<file path="src/hw/fixed_reference_defines.vh">
// Constants for the fixed reference control block
`ifndef FIXED_REFERENCE_DEFINES_VH
`define FIXED_REFERENCE_DEFINES_VH

// ***************************************************************
// Register offsets
// ***************************************************************
`define ADDR_W 4
`define OFF_CONTROL 4'h0
`define OFF_IRQ_STATUS 4'h1
`define OFF_IRQ_ENABLE 4'h2
`define OFF_IRQ_CLEAR 4'h3
`define OFF_REQUEST 4'h4

// ***************************************************************
// Control register fields
// ***************************************************************
`define BIT_REF_EN 7
`define BIT_READY 6
`define BIT_TEMP_EN 5
`define BIT_TEMP_RNG 4
`define CMP_GAIN_HI 3
`define CMP_GAIN_LO 2
`define CNV_GAIN_HI 1
`define CNV_GAIN_LO 0
`define CONTROL_RESET 8'h00

// ***************************************************************
// Gain codes
// ***************************************************************
`define GAIN_OFF 2'h0
`define GAIN_1X 2'h1
`define GAIN_2X 2'h2
`define GAIN_4X 2'h3

// ***************************************************************
// Request condition codes
// ***************************************************************
`define OSC_SEL_INTERNAL 3'h2
`define FREQ_SEL_TOP 3'h0
`define BOR_ALWAYS 2'h3
`define BOR_AWAKE 2'h2
`define BOR_SOFTWARE 2'h1

// ***************************************************************
// Interrupt status bits
// ***************************************************************
`define IRQ_READY_RISE 0
`define IRQ_READY_FALL 1
`define IRQ_W 2

// ***************************************************************
// Timing: stabilisation time in ns and cycles at 25 MHz
// ***************************************************************
`define CLK_PERIOD_NS 40
`define SETTLE_TIME_NS 25000
`define SETTLE_CYCLES ((`SETTLE_TIME_NS + `CLK_PERIOD_NS - 1) / `CLK_PERIOD_NS)
`define SETTLE_CNT_W 10

`endif

</file>
<file path="src/hw/gain_buffer_decode.v">
// Decoder of one 2-bit buffer gain select field
`timescale 1ns/10ps
`default_nettype none
`include "fixed_reference_defines.vh"

module gain_buffer_decode (
  // Field
  input wire [1:0] gain_select_in,
  // Decoded controls
  output reg buffer_on_out,
  output reg [2:0] gain_onehot_out
);

  // ***************************************************************
  // Decode: bit0 1x, bit1 2x, bit2 4x, none when off
  // ***************************************************************
  always @* begin
    case (gain_select_in)
      `GAIN_4X: gain_onehot_out = 3'h4;
      `GAIN_2X: gain_onehot_out = 3'h2;
      `GAIN_1X: gain_onehot_out = 3'h1;
      default: gain_onehot_out = 3'h0;
    endcase
    buffer_on_out = (gain_select_in != `GAIN_OFF);
  end

endmodule
`default_nettype wire

</file>
<file path="src/hw/fixed_reference_control.v">
// Control and status logic of the fixed voltage reference
`timescale 1ns/10ps
`default_nettype none
`include "fixed_reference_defines.vh"

module fixed_reference_control #(
  parameter HAS_REGULATOR = 0,
  parameter SETTLE_CYCLES = `SETTLE_CYCLES
) (
  // Clock and reset
  input wire ref_clk_in,
  input wire rst_in,
  // Register port
  input wire [`ADDR_W-1:0] addr_in,
  input wire [7:0] wdata_in,
  input wire wr_in,
  input wire rd_in,
  output reg [7:0] rdata_out,
  // System conditions
  input wire sleep_in,
  input wire [2:0] osc_select_in,
  input wire [3:0] internal_frequency_select_in,
  input wire [1:0] brownout_mode_select_in,
  input wire brownout_fast_start_in,
  input wire regulator_power_mode_in,
  // Analog controls
  output reg reference_enable_out,
  output reg temp_indicator_enable_out,
  output reg temp_range_select_out,
  output wire comparator_buffer_on_out,
  output wire [2:0] comparator_gain_out,
  output wire converter_buffer_on_out,
  output wire [2:0] converter_gain_out,
  output reg reference_request_out,
  // Interrupt
  output wire irq_out
);

  reg [7:0] control_reg;
  reg [`SETTLE_CNT_W-1:0] settle_reg;
  reg ready_reg;
  reg ready_prev_reg;
  reg [`IRQ_W-1:0] irq_status_reg;
  reg [`IRQ_W-1:0] irq_enable_reg;
  reg [`IRQ_W-1:0] irq_status_next;
  reg request_next;
  wire ready_flag;
  wire [`IRQ_W-1:0] irq_event;
  wire osc_req;
  wire bor_req;
  wire reg_req;

  // ***************************************************************
  // Control register
  // ***************************************************************
  always @(posedge ref_clk_in) begin
    if (rst_in) begin
      control_reg <= `CONTROL_RESET;
    end else if (wr_in && addr_in == `OFF_CONTROL) begin
      control_reg <= {wdata_in[7], 1'b0, wdata_in[5:0]};
    end
  end

  // Analog enables follow the stored bits
  always @* begin
    reference_enable_out = control_reg[`BIT_REF_EN];
    temp_indicator_enable_out = control_reg[`BIT_TEMP_EN];
    temp_range_select_out = control_reg[`BIT_TEMP_RNG];
  end

  // ***************************************************************
  // Gain decoders, one per path
  // ***************************************************************
  gain_buffer_decode u_cmp_gain (
    .gain_select_in(control_reg[`CMP_GAIN_HI:`CMP_GAIN_LO]),
    .buffer_on_out(comparator_buffer_on_out),
    .gain_onehot_out(comparator_gain_out)
  );

  gain_buffer_decode u_cnv_gain (
    .gain_select_in(control_reg[`CNV_GAIN_HI:`CNV_GAIN_LO]),
    .buffer_on_out(converter_buffer_on_out),
    .gain_onehot_out(converter_gain_out)
  );

  // ***************************************************************
  // Stabilisation timer; restarts whenever the reference is off
  // ***************************************************************
  always @(posedge ref_clk_in) begin
    if (rst_in || !control_reg[`BIT_REF_EN]) begin
      settle_reg <= {`SETTLE_CNT_W{1'b0}};
      ready_reg <= 1'b0;
    end else if (settle_reg == SETTLE_CYCLES[`SETTLE_CNT_W-1:0] - 1'b1) begin
      ready_reg <= 1'b1;
    end else begin
      settle_reg <= settle_reg + 1'b1;
    end
  end

  // Regulator variant forces ready high; otherwise drops with the enable bit at once
  assign ready_flag = (HAS_REGULATOR != 0) ? 1'b1 :
                      (ready_reg & control_reg[`BIT_REF_EN]);

  // ***************************************************************
  // Reference request from other system blocks
  // ***************************************************************
  assign osc_req = (osc_select_in == `OSC_SEL_INTERNAL) &&
                   (internal_frequency_select_in[3:1] == `FREQ_SEL_TOP) &&
                   !sleep_in;
  assign bor_req = (brownout_mode_select_in == `BOR_ALWAYS) ||
                   (brownout_mode_select_in == `BOR_AWAKE && brownout_fast_start_in &&
                    !sleep_in) ||
                   (brownout_mode_select_in == `BOR_SOFTWARE &&
                    brownout_fast_start_in);
  assign reg_req = regulator_power_mode_in && !sleep_in;

  always @* begin
    request_next = osc_req | bor_req | reg_req;
  end

  always @(posedge ref_clk_in) begin
    if (rst_in) begin
      reference_request_out <= 1'b0;
    end else begin
      reference_request_out <= request_next;
    end
  end

  // ***************************************************************
  // Interrupts: ready rise and fall events
  // ***************************************************************
  assign irq_event = {ready_prev_reg & ~ready_flag, ~ready_prev_reg & ready_flag};

  // Set wins over a clear in the same cycle
  always @* begin
    irq_status_next = irq_status_reg;
    if (wr_in && addr_in == `OFF_IRQ_CLEAR) begin
      irq_status_next = irq_status_next & ~wdata_in[`IRQ_W-1:0];
    end
    irq_status_next = irq_status_next | irq_event;
  end

  always @(posedge ref_clk_in) begin
    if (rst_in) begin
      ready_prev_reg <= 1'b0;
      irq_status_reg <= {`IRQ_W{1'b0}};
      irq_enable_reg <= {`IRQ_W{1'b0}};
    end else begin
      ready_prev_reg <= ready_flag;
      irq_status_reg <= irq_status_next;
      if (wr_in && addr_in == `OFF_IRQ_ENABLE) begin
        irq_enable_reg <= wdata_in[`IRQ_W-1:0];
      end
    end
  end

  assign irq_out = |(irq_status_reg & irq_enable_reg);

  // ***************************************************************
  // Read data, valid the cycle after the read strobe
  // ***************************************************************
  always @(posedge ref_clk_in) begin
    if (rst_in) begin
      rdata_out <= 8'h00;
    end else if (rd_in) begin
      case (addr_in)
        `OFF_CONTROL: rdata_out <= {control_reg[7], ready_flag, control_reg[5:0]};
        `OFF_IRQ_STATUS: rdata_out <= {{(8-`IRQ_W){1'b0}}, irq_status_reg};
        `OFF_IRQ_ENABLE: rdata_out <= {{(8-`IRQ_W){1'b0}}, irq_enable_reg};
        `OFF_REQUEST: rdata_out <= {7'h00, reference_request_out};
        default: rdata_out <= 8'h00;
      endcase
    end else begin
      rdata_out <= 8'h00;
    end
  end

endmodule
`default_nettype wire

</file>
<file path="config.mk">
export PLATFORM = sky130hd
export DESIGN_NAME = fixed_reference_control
export DESIGN_NICKNAME = d
export VERILOG_FILES = /design/src/hw/gain_buffer_decode.v /design/src/hw/fixed_reference_control.v
export VERILOG_INCLUDE_DIRS = /design/src /design/src/hw
export SDC_FILE = /design/constraint.sdc
export NUM_CORES = 1
export LEC_CHECK = 0
export BUFFER_PORTS_ARGS = -buffer_cell sky130_fd_sc_hd__buf_2
export CAP_MARGIN = 20
export CELL_PAD_IN_SITES_DETAIL_PLACEMENT = 0
export CELL_PAD_IN_SITES_GLOBAL_PLACEMENT = 1
export CORE_UTILIZATION = 36
export CTS_BUF_LIST = sky130_fd_sc_hd__clkbuf_16
export DETAILED_ROUTE_END_ITERATION = 10
export GPL_TIMING_DRIVEN = 0
export HOLD_SLACK_MARGIN = 0.02
export PLACE_DENSITY_LB_ADDON = 0.12
export SLEW_MARGIN = 10
export SYNTH_ARGS = -nofsm -noshare
export SYNTH_HDL_FRONTEND = slang
export SYNTH_SLANG_ARGS = --single-unit
</file>
<file path="constraint.sdc">
create_clock -name ref_clk_in -period 1.7 [get_ports ref_clk_in]
set_clock_uncertainty 0.05 [all_clocks]
set_input_delay 0.34 -clock ref_clk_in [delete_from_list [all_inputs] [get_ports ref_clk_in]]
set_output_delay 0.34 -clock ref_clk_in [all_outputs]
set_load 0.02 [all_outputs]
</file>
==> metrics.txt <==
result of the run=completed; total clock sinks=32; post-cts sizing count=0; Main synth FF type=dfxtp_1; cell class contributing the biggest share of worst-path delay=simple AND/OR/NAND/NOR gates; number of synthesized register bits=32; Antenna Cells=0; # nets final=around 240; vias post-DR=1331; maximum fanout count along the critical path=6; standard cell with the maximum stage delay on the critical path=nor4_4; sequential cell area fraction in the yosys report=44.8%; element type at the critical path start=flip-flop; DRC marker count from the first detailed-route iteration=56; warnings from Yosys=0; startpoint of the worst setup timing path=settle_reg[0]; worst max-slew margin expressed relative to the limit=67.1%; buffer type at the clock tree root=clkbuf_16; die area=4230 sq um; Core Footprint=about 3700 sq um; IO Count=between 40 and 50; hold violation count in the final report=0; Post-Place Worst Slack=0.0367 ns; drt pass-1 iters=4; top cells by area in the synthesized netlist=dfxtp_1, a21oi_1, nand3_1; average wire length per cell after detail routing=12.7 microns; Final Cycle Share=roughly nine tenths; number of distinct standard cells referenced by the synthesized netlist=38; TritonCTS buffer count=5; layout cell share with drive strength beyond 1=28.8%; transition time of the tightest slew-check pin=0.494 ns; launching point of the worst reg2reg path=settle_reg[0]; start point of the worst hold path=sleep_in; total buffers and inverters traversed by the critical path=1; number of endpoints failing setup at the final stage=0; largest net degree at the start of global routing=11; DIE HEIGHT=65.1 microns; Post-synth EDFFs=0; post-synthesis cell type with the largest combined area=dfxtp_1; number of routed nets with antenna violations=0; count of buffers added by post-CTS timing repair for setup=0; Hold/Removal Path Class=in -> reg; Initial Util=a little under two fifths; slowest stage delay, CP=0.44 ns; post-synthesis instance area=1430 sq um; Remaining DRCs=0; gate count after technology mapping=approximately 160; Fin Setup TNS=0 ns; H-tree levels=2; clock-pin slew of the registers on the worst-case setup and hold paths=0.05 ns; horizontal die dimension=65.1 microns; worst vdd ir=0.428 mV; async set-or-reset flop fraction in the synthesized netlist=0%; post-synthesis average cell area=roughly 8.9 sq um; category of the critical setup timing path=reg -> reg; antenna violations before repair=0; Site Rows=22; Final Max Tran Viols=0; Routed WL=between 3000 and 4000 microns; overall routing resource usage=16.9%; area fraction of the dominant cell type after synthesis=approximately 45%; endpoint kind of the worst setup timing path=flip-flop; DR vias/cell=5.12; clock tree from TritonCTS=yes; count leader, synth=dfxtp_1; Bufs on Longest Clock Path=2; highest clock rate=roughly 0.65 GHz; CTS hold repair buffers=0; number of violations of the max-capacitance limit=0; Detail Placement HPWL=~2500 microns; LEAKAGE=0.722 nW; P&R area growth vs syn=28.8%; via count of the first global-routing pass=1239; gpl congestion=around 0.87; RSZ-0062 raised after global routing=false; PwrDens=about 900 nW/um^2; cells along the critical path=inv_1 -> ha_1 -> nand4_1 -> nor4_4 -> mux2i_1; Port Buffers=44; global-route wire length before repair=around 5400 microns; arrival time at the worst endpoint=1.68 ns; setup slack of the critical path after layout=0.167 ns; Worst EP required=1.85 ns; time the worst path needs with I/O delays and setup=1.53 ns; most numerous cell types in the synthesized netlist=dfxtp_1, a21oi_1, nand3_1, o21ai_0; overflow left after global routing=0; Net Count, Synth=approximately 190; clock latency at the later pin of the worst-skew pair=between 0.2 and 0.3 ns; number of flip-flops under the largest register name=10
## routing by layer
layer | part of all wire [%] | vias up | wire length [microns] | track usage (%)
met5 | 0 | - | 0 | 0
met4 | 0.70 | 0 | 23 | 6.52
met3 | 7.2 | 2 | 238 | 7.04
met2 | 46 | 45 | 1510 | 27.1
met1 | 46 | 601 | 1520 | 19.9
li1 | - | 683 | - | -
## worst reg2reg max path: stages, from the launching register on
cell and delay (ns):
dfxtp_1 0.35, inv_1 0.09, ha_1 0.17, nand4_1 0.14
nor4_4 0.44, mux2i_1 0.23
## final cells by class
cell class	count	area (sq um)
Tap cell	48	60.1
Sequential cell	32	641
Clock inverter	2	7.51
Timing Repair Buffer	44	220
Buffer	7	30.0
Multi-Input combinational cell	116	738
Fill cell	390	1900
Inverter	6	22.5
Clock buffer	5	125
## metrics by stage
stage          power [mW]  hold WS, ns  cell area, sq um  util, %  cells
2_1_floorplan       0.821        0.359              1430        -    161
3_3_place_gp        0.867        0.403              1710     45.7    253
3_5_place_dp        0.870        0.408              1710     45.7    253
4_1_cts              1.68        0.197              1840     49.3    260
5_1_grt              1.72        0.202              1840     49.3    260
6_report             1.66        0.198              1840     49.3    260
## worst paths after layout
path / end / slack [ns] / depth (start not counted)
max: settle_reg[0] / 0.17 / 5
min: reference_request_out / 0.20 / 2
max reg2reg: settle_reg[0] / 0.17 / 5
min reg2reg: irq_status_reg[1] / 0.41 / 2
## power by group
part / switching [mW] / internal [mW] / total, mW
Combinational: 0.0534 / 0.0411 / 0.0944
Sequential: 0.00356 / 0.757 / 0.760
Clock: 0.284 / 0.521 / 0.805
## placed cells by master (no fill, tap or decap), types with 2 or more instances in the layout
cell | Yosys | routed
a211oi_1 | 2 | 2
a21oi_1 | 16 | 16
a41o_1 | 2 | 2
and2_1 | 7 | 7
buf_2 | 3 | 47
clkbuf_1 | 4 | 4
clkbuf_16 | 0 | 5
clkinv_1 | 0 | 2
dfxtp_1 | 32 | 32
ha_1 | 2 | 2
inv_1 | 6 | 6
mux2i_1 | 4 | 4
nand2_1 | 7 | 7
nand2b_1 | 3 | 3
nand3_1 | 13 | 13
nand3b_1 | 3 | 3
nand4_1 | 3 | 3
nor2_1 | 3 | 3
nor2b_1 | 6 | 6
nor3_1 | 2 | 2
nor4_1 | 2 | 2
o21ai_0 | 13 | 13
o31ai_1 | 2 | 2
or2_2 | 4 | 4
or3_1 | 4 | 4
or3b_2 | 2 | 2
or4_1 | 2 | 2
xor2_1 | 2 | 2
## kinds of logic after synthesis
family          synth area share (%)
simple gates                    28.1
flops                           44.8
xor+xnor                        1.22
compound gates                  17.0
mux                             2.80
fa+ha+maj                       2.45
buf+inv                         3.67
Power figures use the tool's default switching activity.
